### src/hw/access_layer_pkg.sv
// access layer register set: offsets, field positions, reset values, codes
// assumes an 8-bit internal register port driven by the debug port instruction decoder
package access_layer_pkg;

    // ************************************************************
    // register offsets
    // ************************************************************
    localparam logic [3:0] OFS_PHY_CTRL_B      = 4'h3;
    localparam logic [3:0] OFS_KEY_STATUS      = 4'h7;
    localparam logic [3:0] OFS_SYS_RESET_REQ   = 4'h8;
    localparam logic [3:0] OFS_PORT_CLOCK_CTRL = 4'h9;
    localparam logic [3:0] OFS_SYSTEM_CONTROL  = 4'ha;
    localparam logic [3:0] OFS_SYSTEM_STATUS   = 4'hb;
    localparam logic [3:0] OFS_CRC_SCAN_STATUS = 4'hc;

    // ************************************************************
    // field positions
    // ************************************************************
    localparam int BIT_CONTENTION_DETECT_OFF = 3;
    localparam int BIT_PORT_DISABLE          = 2;
    localparam int BIT_USER_ROW_KEY_ACTIVE   = 5;
    localparam int BIT_NVM_PROG_FLAG         = 4;
    localparam int BIT_ERASE_KEY_ACTIVE      = 3;
    localparam int BIT_SYS_RESET_HELD        = 0;
    localparam int BIT_USER_ROW_DONE         = 1;
    localparam int BIT_SYS_CLOCK_REQUEST     = 0;
    localparam int BIT_SYS_IN_RESET          = 5;
    localparam int BIT_SYS_SLEEPING          = 4;
    localparam int BIT_NVM_PROG_READY        = 3;
    localparam int BIT_USER_ROW_READY        = 2;
    localparam int BIT_DEVICE_LOCKED         = 0;

    // ************************************************************
    // values and reset values
    // ************************************************************
    localparam logic [7:0] RESET_SIGNATURE     = 8'h59;
    localparam logic [1:0] RST_PORT_CLOCK_SEL  = 2'h3;

    typedef enum logic [1:0] {
        CLK_RESERVED = 2'h0,
        CLK_16MHZ    = 2'h1,
        CLK_8MHZ     = 2'h2,
        CLK_4MHZ     = 2'h3
    } port_clock_sel_e;

    localparam logic [2:0] CRC_OFF  = 3'h0;
    localparam logic [2:0] CRC_BUSY = 3'h1;
    localparam logic [2:0] CRC_OK   = 3'h2;
    localparam logic [2:0] CRC_FAIL = 3'h4;

endpackage

### src/hw/access_layer_regs.sv
// access layer control and status registers of the single-wire debug port
// assumes the port instruction decoder issues one-cycle reg_wr/reg_rd strobes on clk_sys;
// system-domain status arrives asynchronously and is synchronised here
module access_layer_regs
    import access_layer_pkg::*;
(
    input  wire logic       clk_sys,
    input  wire logic       rst_n,
    // port enable request (fuse or high-voltage entry), pulse
    input  wire logic       port_enable,
    // register port from the instruction decoder
    input  wire logic [3:0] reg_addr,
    input  wire logic       reg_wr,
    input  wire logic [7:0] reg_wdata,
    input  wire logic       reg_rd,
    output logic      [7:0] reg_rdata,
    // key decoder events, one-cycle pulses
    input  wire logic       key_user_row_ok,
    input  wire logic       key_nvm_prog_ok,
    input  wire logic       key_erase_ok,
    // system domain status, asynchronous levels
    input  wire logic       sys_reset_active,
    input  wire logic       sys_sleep_active,
    input  wire logic       nvm_prog_done,
    input  wire logic       erase_done,
    input  wire logic       nvm_prog_allowed,
    input  wire logic       user_row_allowed,
    input  wire logic       lock_bits_set,
    input  wire logic [2:0] crc_state,
    // controls out
    output logic            port_active,
    output logic            port_logic_reset,
    output logic            contention_detect_off,
    output logic [1:0]      port_clock_select,
    output logic            sys_reset_request,
    output logic            sys_clock_request,
    output logic            user_row_done,
    output logic            user_row_key_active,
    output logic            nvm_prog_flag,
    output logic            erase_key_active
);

    // ************************************************************
    // synchronise system domain status
    // ************************************************************
    localparam int SYNC_W = 10;

    logic [SYNC_W-1:0] sync_raw;
    logic [SYNC_W-1:0] sync_lvl;

    assign sync_raw = {crc_state, lock_bits_set, user_row_allowed, nvm_prog_allowed,
                       erase_done, nvm_prog_done, sys_sleep_active, sys_reset_active};

    status_sync #(
        .WIDTH(SYNC_W)
    ) u_status_sync (
        .clk_sys  (clk_sys),
        .rst_n    (rst_n),
        .async_in (sync_raw),
        .sync_out (sync_lvl)
    );

    logic       s_sys_reset;
    logic       s_sleep;
    logic       s_nvm_done;
    logic       s_erase_done;
    logic       s_nvm_ready;
    logic       s_row_ready;
    logic       s_locked;
    logic [2:0] s_crc;

    assign s_sys_reset  = sync_lvl[0];
    assign s_sleep      = sync_lvl[1];
    assign s_nvm_done   = sync_lvl[2];
    assign s_erase_done = sync_lvl[3];
    assign s_nvm_ready  = sync_lvl[4];
    assign s_row_ready  = sync_lvl[5];
    assign s_locked     = sync_lvl[6];

    // ************************************************************
    // crc word: taken only once two synchronised samples agree
    // ************************************************************
    logic [2:0] crc_prev_ff;
    logic [2:0] crc_ff;

    // bits of a one-hot change may land a cycle apart; never show the mix
    always_ff @(posedge clk_sys) begin
        if (!rst_n) begin
            crc_prev_ff <= CRC_OFF;
            crc_ff      <= CRC_OFF;
        end else begin
            crc_prev_ff <= sync_lvl[9:7];
            if (sync_lvl[9:7] == crc_prev_ff) begin
                crc_ff <= crc_prev_ff;
            end
        end
    end

    assign s_crc = crc_ff;

    // ************************************************************
    // write decode
    // ************************************************************
    logic wr_ctrl_b;
    logic wr_rst_req;
    logic wr_clk_ctrl;
    logic wr_sys_ctrl;
    logic rd_sys_status;
    logic disable_now;

    assign wr_ctrl_b     = reg_wr && (reg_addr == OFS_PHY_CTRL_B);
    assign wr_rst_req    = reg_wr && (reg_addr == OFS_SYS_RESET_REQ);
    assign wr_clk_ctrl   = reg_wr && (reg_addr == OFS_PORT_CLOCK_CTRL);
    assign wr_sys_ctrl   = reg_wr && (reg_addr == OFS_SYSTEM_CONTROL);
    assign rd_sys_status = reg_rd && (reg_addr == OFS_SYSTEM_STATUS);
    assign disable_now   = wr_ctrl_b && reg_wdata[BIT_PORT_DISABLE];

    // ************************************************************
    // port enable / disable
    // ************************************************************
    logic active_ff;

    // port stays off after reset until enabled; disable wins over enable
    always_ff @(posedge clk_sys) begin
        if (!rst_n) begin
            active_ff <= 1'b0;
        end else if (disable_now) begin
            active_ff <= 1'b0;
        end else if (port_enable) begin
            active_ff <= 1'b1;
        end
    end

    assign port_active      = active_ff;
    assign port_logic_reset = !active_ff;

    // ************************************************************
    // physical-layer configuration
    // ************************************************************
    logic ccdet_off_ff;

    always_ff @(posedge clk_sys) begin
        if (!rst_n || disable_now || !active_ff) begin
            ccdet_off_ff <= 1'b0;
        end else if (wr_ctrl_b) begin
            ccdet_off_ff <= reg_wdata[BIT_CONTENTION_DETECT_OFF];
        end
    end

    assign contention_detect_off = ccdet_off_ff;

    // ************************************************************
    // keys
    // ************************************************************
    logic row_key_ff;
    logic nvm_key_ff;
    logic erase_key_ff;

    // key decode pulses set; completion clears the nvm and erase keys, the user row key stays; set wins in the same cycle
    always_ff @(posedge clk_sys) begin
        if (!rst_n || disable_now || !active_ff) begin
            row_key_ff   <= 1'b0;
            nvm_key_ff   <= 1'b0;
            erase_key_ff <= 1'b0;
        end else begin
            if (key_user_row_ok) begin
                row_key_ff <= 1'b1;
            end
            if (key_nvm_prog_ok) begin
                nvm_key_ff <= 1'b1;
            end else if (s_nvm_done) begin
                nvm_key_ff <= 1'b0;
            end
            if (key_erase_ok) begin
                erase_key_ff <= 1'b1;
            end else if (s_erase_done) begin
                erase_key_ff <= 1'b0;
            end
        end
    end

    assign user_row_key_active = row_key_ff;
    assign nvm_prog_flag       = nvm_key_ff;
    assign erase_key_active    = erase_key_ff;

    // ************************************************************
    // system reset request
    // ************************************************************
    logic rst_req_ff;

    // held across port disable on purpose: only a port-domain reset or a write without the signature clears it
    always_ff @(posedge clk_sys) begin
        if (!rst_n) begin
            rst_req_ff <= 1'b0;
        end else if (wr_rst_req) begin
            rst_req_ff <= (reg_wdata == RESET_SIGNATURE);
        end
    end

    // system reset drives the system only; port logic is never reset by it
    assign sys_reset_request = rst_req_ff;

    // ************************************************************
    // port clock select
    // ************************************************************
    logic [1:0] clk_sel_ff;

    // reserved code 0 is stored as written; the clock generator treats it as undefined
    always_ff @(posedge clk_sys) begin
        if (!rst_n || disable_now || !active_ff) begin
            clk_sel_ff <= RST_PORT_CLOCK_SEL;
        end else if (wr_clk_ctrl) begin
            clk_sel_ff <= reg_wdata[1:0];
        end
    end

    assign port_clock_select = clk_sel_ff;

    // ************************************************************
    // system control: clock request and user row done
    // ************************************************************
    logic clk_req_ff;
    logic row_done_ff;

    always_ff @(posedge clk_sys) begin
        if (!rst_n || disable_now) begin
            clk_req_ff <= 1'b0;
        end else if (port_enable) begin
            // any enable request outside a disable write raises it again, even on an active port
            clk_req_ff <= 1'b1;
        end else if (wr_sys_ctrl && active_ff) begin
            clk_req_ff <= reg_wdata[BIT_SYS_CLOCK_REQUEST];
        end
    end

    // done flag: one-cycle start pulse to the flash programmer, key-gated
    always_ff @(posedge clk_sys) begin
        if (!rst_n || disable_now || !active_ff) begin
            row_done_ff <= 1'b0;
        end else begin
            row_done_ff <= wr_sys_ctrl && row_key_ff && reg_wdata[BIT_USER_ROW_DONE];
        end
    end

    assign sys_clock_request = clk_req_ff;
    assign user_row_done     = row_done_ff;

    // ************************************************************
    // sticky system-reset status, clear on read
    // ************************************************************
    logic rst_seen_ff;

    // set wins over the read clear so a reset in the read cycle is kept
    always_ff @(posedge clk_sys) begin
        if (!rst_n) begin
            rst_seen_ff <= 1'b0;
        end else if (s_sys_reset || rst_req_ff) begin
            rst_seen_ff <= 1'b1;
        end else if (rd_sys_status) begin
            rst_seen_ff <= 1'b0;
        end
    end

    // ************************************************************
    // read mux, registered
    // ************************************************************
    logic [7:0] nxt_rdata;
    logic [7:0] rdata_ff;

    always_comb begin
        nxt_rdata = 8'h00;
        unique case (reg_addr)
            OFS_PHY_CTRL_B: begin
                nxt_rdata[BIT_CONTENTION_DETECT_OFF] = ccdet_off_ff;
            end
            OFS_KEY_STATUS: begin
                nxt_rdata[BIT_USER_ROW_KEY_ACTIVE] = row_key_ff;
                nxt_rdata[BIT_NVM_PROG_FLAG]       = nvm_key_ff;
                nxt_rdata[BIT_ERASE_KEY_ACTIVE]    = erase_key_ff;
            end
            OFS_SYS_RESET_REQ: begin
                nxt_rdata[BIT_SYS_RESET_HELD] = rst_req_ff;
            end
            OFS_PORT_CLOCK_CTRL: begin
                nxt_rdata[1:0] = clk_sel_ff;
            end
            OFS_SYSTEM_CONTROL: begin
                nxt_rdata[BIT_SYS_CLOCK_REQUEST] = clk_req_ff;
            end
            OFS_SYSTEM_STATUS: begin
                nxt_rdata[BIT_SYS_IN_RESET]   = rst_seen_ff || s_sys_reset || rst_req_ff;
                nxt_rdata[BIT_SYS_SLEEPING]   = s_sleep;
                nxt_rdata[BIT_NVM_PROG_READY] = s_nvm_ready;
                nxt_rdata[BIT_USER_ROW_READY] = s_row_ready;
                nxt_rdata[BIT_DEVICE_LOCKED]  = s_locked;
            end
            OFS_CRC_SCAN_STATUS: begin
                nxt_rdata[2:0] = s_crc;
            end
            default: begin
                nxt_rdata = 8'h00;
            end
        endcase
    end

    // taken on the read strobe only, so the byte stands until the next read
    always_ff @(posedge clk_sys) begin
        if (!rst_n) begin
            rdata_ff <= 8'h00;
        end else if (reg_rd) begin
            rdata_ff <= nxt_rdata;
        end
    end

    assign reg_rdata = rdata_ff;

endmodule

### src/hw/status_sync.sv
// two-flop synchroniser bank for status levels from the system domain
// assumes inputs are quasi-static levels from other clock domains
module status_sync #(
    parameter int WIDTH = 8
) (
    input  wire logic             clk_sys,
    input  wire logic             rst_n,
    input  wire logic [WIDTH-1:0] async_in,
    output logic      [WIDTH-1:0] sync_out
);

    logic [WIDTH-1:0] meta_ff;
    logic [WIDTH-1:0] sync_ff;

    // first stage is read only by the second stage
    always_ff @(posedge clk_sys) begin
        if (!rst_n) begin
            meta_ff <= '0;
            sync_ff <= '0;
        end else begin
            meta_ff <= async_in;
            sync_ff <= meta_ff;
        end
    end

    assign sync_out = sync_ff;

endmodule

### config.mk
export PLATFORM = sky130hd
export DESIGN_NAME = access_layer_regs
export DESIGN_NICKNAME = d
export VERILOG_FILES = /design/src/hw/access_layer_pkg.sv /design/src/hw/access_layer_regs.sv /design/src/hw/status_sync.sv
export SDC_FILE = /design/constraint.sdc
export NUM_CORES = 1
export LEC_CHECK = 0
export BUFFER_PORTS_ARGS = -buffer_cell sky130_fd_sc_hd__buf_4
export CAP_MARGIN = 20
export CELL_PAD_IN_SITES_DETAIL_PLACEMENT = 1
export CELL_PAD_IN_SITES_GLOBAL_PLACEMENT = 2
export CORE_AREA = 3 3 80 82
export CTS_BUF_LIST = sky130_fd_sc_hd__clkbuf_8
export DETAILED_ROUTE_END_ITERATION = 8
export DIE_AREA = 0 0 83 85
export GPL_ROUTABILITY_DRIVEN = 1
export PLACE_DENSITY_LB_ADDON = 0.05
export SYNTH_ARGS = -nofsm -noshare
export SYNTH_HDL_FRONTEND = slang
export SYNTH_SLANG_ARGS = --single-unit
### constraint.sdc
create_clock -name clk_sys -period 1.45 [get_ports clk_sys]
set_input_delay 0.145 -clock clk_sys [delete_from_list [all_inputs] [get_ports clk_sys]]
set_output_delay 0.145 -clock clk_sys [all_outputs]
set_load 0.05 [all_outputs]
==> results.py, run 1 <==
metrics = {
    "run_status": {
        "status": "finished, final reports clean",
    },
    "detailed_routing": {
        "firstDrtPassIters": 4,
        "vias": 1338,
        "drt_wl_total_mm": 4.14,
        "postRouteAntennaNets": 0,
        "vias_per_cell": 4.60,
        "wire_per_inst_um": 14.2,
        "drc": 0,
        "drt_iter0_drc": 50,
    },
    "synth": {
        "syn_avg_cell_area_um2": 9.97,
        "synth_most_common_cell": "dfxtp_1",
        "syn-cell-area_mm2": 0.00171,
        "yosysUniqueCellTypes": 40,
        "async_flop_share_pct": 0,
        "synth_flop_cell": "dfxtp_1",
        "synth_top_area_cell": "dfxtp_1",
        "synth.top_cells.by_count": "dfxtp_1 (43), and2_1 (26), nand2_1 (8), nor2b_1 (8)",
        "synth_edf_count": 0,
        "netlist_instances": 172,
        "ys.warnings.count": 0,
        "ys_ff_latch": 43,
        "synth_area_leaders": "dfxtp_1 (50%), and2_1 (9.5%), mux2i_1 (3.5%), nor2b_1 (2.9%), buf_4 (1.8%)",
        "synth.top_cell.area_share_pct": 50.2,
        "yosysSeqAreaShare_pct": 50.2,
    },
    "floorplanning": {
        "core_area_mm2": 0.00582,
        "fp.dieH_um": 85,
        "dieArea_mm2": 0.00706,
        "die_w_um": 83,
        "initial_utilization_pct": 29.5,
        "num_rows": 28,
        "io_pins": 49,
    },
    "global_route": {
        "grt_pass1_vias": 1394,
        "grt_overflow_total": 0,
        "grt_pass1_wl_mm": 6.85,
        "grt_antenna_before_repair": 0,
        "grt_max_degree": 23,
        "grtUsageTotal_pct": 12.1,
    },
    "timing": {
        "skew_ns": 0.00739,
        "worst_slack_ns": 0.200,
        "finalMaxSlewViolations": 0,
        "fmax_mhz": 800,
        "min_period_ns": 1.25,
        "setup_viol": 0,
        "rsz0062_at_grt": "no",
        "whs_ns": 0.0591,
        "period_share_pct": 86.2,
        "finalHoldViolCount": 0,
    },
    "power": {
        "power_leakage_nw": 0.920,
        "switching_share_pct": 25.1,
        "p_total_mw": 2.31,
        "power_density_mw_per_mm2": 1050,
        "irDropWorstVdd_v": 0.000397,
        "p_switching_mw": 0.581,
        "p_int_mw": 1.73,
        "seqPwrFrac_pct": 53.8,
        "clkPwrFrac_pct": 34.0,
        "share_comb_of_total_power_pct": 12.3,
    },
    "critical_path": {
        "cp-start-kind": "register",
        "r2r_slack_ns": 0.20,
        "required_ns": 1.64,
        "critPathSlowestCell": "or3_4",
        "crit_buf_inv": 0,
        "r2r-start": "crc_prev_ff[1]$_SDFF_PN0_",
        "path_max_fanout": 3,
        "setup.worst_path.start": "crc_prev_ff[1]$_SDFF_PN0_",
        "setup.worst_path.class": "reg2reg",
        "critPathArrivalTime_ns": 1.44,
        "critPathCaptureType": "register",
        "path_delay_family": "simple AND/OR/NAND/NOR gates",
        "worstPathCellList": "xor2_1 -> or3_4 -> mux2i_1 -> nor2b_1",
        "critPathMaxStageDelay_ns": 0.42,
    },
    "clock_network": {
        "numClockSinks": 43,
        "cts_root_buf": "clkbuf_8",
        "cts_buffers": 5,
        "cts_resized": 0,
        "clkSlewWorstSetupHoldPaths_ns": 0.08,
        "cts_setup_buffers": 0,
        "cts_tree": "yes",
        "cts.htree.levels": 2,
        "clock_path_buffers": 2,
        "insertion_delay_ns": 0.29,
        "holdBufCountCts": 0,
    },
    "place": {
        "pre_cts_slack_ns": 0.194,
        "place_hpwl_mm": 3.24,
        "port_buffers": 46,
        "gp_congestion": 0.744,
    },
    "finish": {
        "regArea_um2": 865,
        "layout-drive-gt1-share_pct": 29.6,
        "fill_cells": 691,
        "nets": 246,
        "syn2layout_area_growth_pct": 28.6,
        "multi_input_area_um2": 772,
        "fin_util_pct": 37.9,
        "antenna_cells": 0,
    },
    "run": {
        "cap_viol_max_count": 0,
    },
    "min_path": {
        "min_from": "key_nvm_prog_ok",
        "hold_class": "in2reg",
    },
}
[cell families after synthesis]
group,synth area share (%)
AO/OA/AOI/OAI,11.8
other,0.219
buffers and inverters,4.96
XOR/XNOR,1.53
flip-flops,50.2
AND/OR/NAND/NOR,27.8
multiplexers,3.50
[sequential cells by signal, summed over array words and instances (netlist names), 2 cells and up]
name,cells
crc_ff,3
crc_prev_ff,3
port_clock_select,2
reg_rdata,6
u_status_sync.meta_ff,10
u_status_sync.sync_out,10
[final timing paths]
check | to | depth (start not counted)
max | crc_ff[0]$_SDFFE_PN0N_ | 4
min reg2reg | u_status_sync.sync_out[3]$_SDFF_PN0_ | 1
max reg2reg | crc_ff[0]$_SDFFE_PN0N_ | 4
min | nvm_prog_flag$_SDFFE_PP0P_ | 3
[power by group through the flow]
| stage | Clock (mW) | Sequential, mW | Combinational [mW] |
|---|---|---|---|
| final | 0.785 | 1.24 | 0.283 |
| after global routing | 0.872 | 1.25 | 0.308 |
| after CTS | 0.826 | 1.24 | 0.287 |
| after detailed placement | 0 | 1.27 | 0.287 |
| after global placement | 0 | 1.27 | 0.280 |
| after floorplan | 0 | 1.30 | 0.143 |
[layout make-up]
cell class	count	area share [%]
flip-flops and latches	43	39.2
multi-input cells	112	35.0
repair buffers	47	16.0
well taps	75	4.26
clock buffers	6	3.75
inverters	7	1.36
clock inverters	1	0.397
[metrics by stage]
stage / instance area, um^2 / setup TNS [ns] / std cells
6_report: 2200 / 0 / 291
5_1_grt: 2200 / 0 / 291
4_1_cts: 2200 / 0 / 291
3_5_place_dp: 2110 / 0 / 284
3_3_place_gp: 2110 / 0 / 284
2_1_floorplan: 1730 / -0.0216 / 173
[worst reg2reg max path: cells and delay by family (launching register included)]
kind / cells / cell delay (ns)
muxes: 1 / 0.16
and+or+nand+nor: 2 / 0.48
DFF: 1 / 0.33
xor gates and xnor gates: 1 / 0.19
[layout by cell type (no fill, tap or decap), types with 3 or more instances in the layout]
master / count
a21boi_1: 3
a21oi_1: 3
and2_1: 26
buf_4: 47
clkbuf_8: 6
dfxtp_1: 42
inv_1: 6
mux2i_1: 6
nand2_1: 8
nand2b_1: 4
nand3b_1: 3
nand4_1: 3
nor2_1: 7
nor2b_1: 8
o21ai_0: 4
o21ai_1: 3
xor2_1: 3
[per-layer routing]
layer | up-vias | track usage, % | share of wire [%]
li1 | 664 | - | -
met4 | 0 | 4.46 | 1.4
met3 | 5 | 3.11 | 4.1
met1 | 644 | 15.1 | 46
met5 | - | 0 | 0
met2 | 25 | 20.3 | 49
Note: power is estimated with default switching activity, not from simulation.
==> inputs of run 2 (changes only) <==
Settings changed: ABC_AREA from default to 1.
==> run 2 against run 1 <==
Against the previous run: wire length fell by 11%; worst hold slack worse by 0.029 ns; fmax rose by 14%; clock power grew 2%; global-route usage fell by 0.75 points; clock-buffer cell count is the same; utilization down 0.26 points; final cell count grew 16%; synthesized area fell by 2.5%; register-to-register slack better by 0.23 ns.
==> results.py, run 2 <==
metrics = {
    "finish": {
        "layout-drive-gt1-share_pct": 27.5,
        "antenna_cells": 0,
        "fin_util_pct": 37.7,
        "layout_commonest_cell": "buf_4",
        "mostFrequentLayoutCells": "buf_4 (47), nand2_1 (45), inv_1 (42), dfxtp_1 (42), nand3_1 (20)",
        "nets": 291,
        "fill_cells": 731,
        "syn2layout_area_growth_pct": 31.0,
    },
    "critical_path": {
        "required_ns": 1.31,
        "cp-start-kind": "register",
        "setup.worst_path.class": "reg2out",
        "critPathCaptureType": "output port",
        "path_max_fanout": 5,
        "critPathArrivalTime_ns": 0.95,
    },
    "synth": {
        "ys.warnings.count": 0,
        "ys_ff_latch": 43,
        "netlist_instances": 212,
        "synth_top_area_cell": "dfxtp_1",
        "synth.top_cells.by_count": "nand2_1 (45), dfxtp_1 (43), inv_1 (42)",
        "yosysSeqAreaShare_pct": 51.5,
        "synth_area_leaders": "dfxtp_1 (51%), nand2_1 (10%), inv_1 (9.4%), nand3_1 (6.0%), a21oi_1 (2.7%)",
        "syn-cell-area_mm2": 0.00167,
        "synth_mux_area_share_pct": 0,
        "async_flop_share_pct": 0,
        "yosys.area_share.simple_pct": 26.0,
        "yosys.area_share.xor_xnor_pct": 1.57,
        "synth.top_cell.area_share_pct": 51.5,
        "synth_compound_area_share_pct": 8.38,
        "synth_edf_count": 0,
        "synth_most_common_cell": "nand2_1",
        "synth_adder_area_share_pct": 0,
        "synth_top_family_by_area": "simple AND/OR/NAND/NOR gates",
        "synth_flop_cell": "dfxtp_1",
        "yosysUniqueCellTypes": 27,
        "syn_avg_cell_area_um2": 7.88,
    },
    "power": {
        "power_leakage_nw": 1.14,
        "irDropWorstVdd_v": 0.000387,
        "p_total_mw": 2.37,
        "power_density_mw_per_mm2": 1080,
    },
    "floorplanning": {
        "core_area_mm2": 0.00582,
        "io_pins": 49,
        "die_w_um": 83,
        "dieArea_mm2": 0.00706,
        "initial_utilization_pct": 28.7,
        "num_rows": 28,
        "fp.dieH_um": 85,
    },
    "timing": {
        "worst_slack_ns": 0.351,
        "setup_viol": 0,
        "period_share_pct": 75.8,
        "skew_ns": 0.00459,
        "finalHoldViolCount": 0,
        "finalMaxSlewViolations": 0,
        "min_period_ns": 1.10,
        "rsz0062_at_grt": "no",
        "fin_tns_setup_ns": 0,
        "fmax_mhz": 910,
    },
    "clock_network": {
        "cts_root_buf": "clkbuf_8",
        "cts_setup_buffers": 0,
        "clkSlewWorstSetupHoldPaths_ns": 0.08,
        "clock_path_buffers": 2,
        "cts_resized": 0,
        "cts_tree": "yes",
        "holdBufCountCts": 0,
        "cts.htree.levels": 2,
        "numClockSinks": 43,
        "insertion_delay_ns": 0.29,
        "cts_buffers": 5,
    },
    "run_status": {
        "status": "finished, final reports clean",
    },
    "detailed_routing": {
        "drc": 0,
        "wire_per_inst_um": 11.0,
        "drt_wl_total_mm": 3.71,
        "firstDrtPassIters": 4,
        "postRouteAntennaNets": 0,
        "vias_per_cell": 4.17,
        "vias": 1405,
        "drt_iter0_drc": 43,
    },
    "min_path": {
        "hold_class": "in2reg",
    },
    "global_route": {
        "grt_pass1_wl_mm": 6.37,
        "grt_overflow_total": 0,
        "grt_max_degree": 23,
        "grt_pass1_vias": 1385,
        "grt_antenna_before_repair": 0,
        "grtUsageTotal_pct": 11.4,
    },
    "place": {
        "port_buffers": 46,
        "gp_congestion": 0.755,
        "pre_cts_slack_ns": 0.312,
        "place_hpwl_mm": 2.97,
    },
    "run": {
        "cap_viol_max_count": 0,
    },
}
[run 2: changes by cell type after synthesis, sizes merged, moves of 4 or more]
cell	change
nand3	+17
o211ai	+4
nand2	+40
nand3b	-4
mux2i	-6
nor2b	-8
and2	-26
nor2	+7
inv	+38
a21boi	-4
a21oi	+6
[run 2: where the power goes]
part | switching (mW) | internal (mW) | leakage (nW)
registers | 0.0260 | 1.23 | 0.354
logic | 0.190 | 0.118 | 0.739
clock network | 0.414 | 0.389 | 0.0474
[run 2: kinds of logic (layout without fill, tap and decap cells)]
logic type             Yosys count  in the layout
AO/OA/AOI/OAI                   22             22
other                            1              2
flip-flops                      43             43
buffers and inverters           52            101
AND/OR/NAND/NOR                 91             91
XOR/XNOR                         3              3
[run 2: final timing paths]
path	from	endpoint	slack, ns	cells past startpoint
worst max-delay path	port_active$_SDFFE_PP0P_	port_logic_reset	0.35	2
worst min-delay path	sys_sleep_active	u_status_sync.meta_ff[1]$_SDFF_PN0_	0.03	3
worst max register to register	crc_prev_ff[0]$_SDFF_PN0_	crc_ff[2]$_SDFFE_PN0N_	0.43	4
worst min register to register	u_status_sync.meta_ff[8]$_SDFF_PN0_	u_status_sync.sync_out[8]$_SDFF_PN0_	0.42	2
[run 2: through the flow]
step	instance area, um^2	instances	hold WS [ns]
floorplan	1680	213	0.243
global placement	2090	329	0.328
detailed placement	2090	329	0.331
CTS	2190	337	0.0176
global route	2190	337	0.0105
finish	2190	337	0.0306
[run 2: area by class of cell]
cell class | count | area (um^2) | area share [%]
repair buffers | 47 | 353 | 16.1
well taps | 75 | 93.8 | 4.29
inverters | 46 | 174 | 7.94
flip-flops and latches | 43 | 862 | 39.4
multi-input cells | 118 | 608 | 27.8
clock buffers | 6 | 82.6 | 3.77
clock inverters | 2 | 16.3 | 0.743
[run 2: per-layer routing]
layer	track usage, %	share of wire [%]	up-vias
met2	18.7	47	40
met4	4.01	0.67	0
li1	-	-	743
met5	0	0	-
met3	4.27	6.9	2
met1	13.6	46	620
[run 2: critical path: stages, from the launching register on]
cell	delay, ns
dfxtp_2	0.35
inv_1	0.11
buf_4	0.21
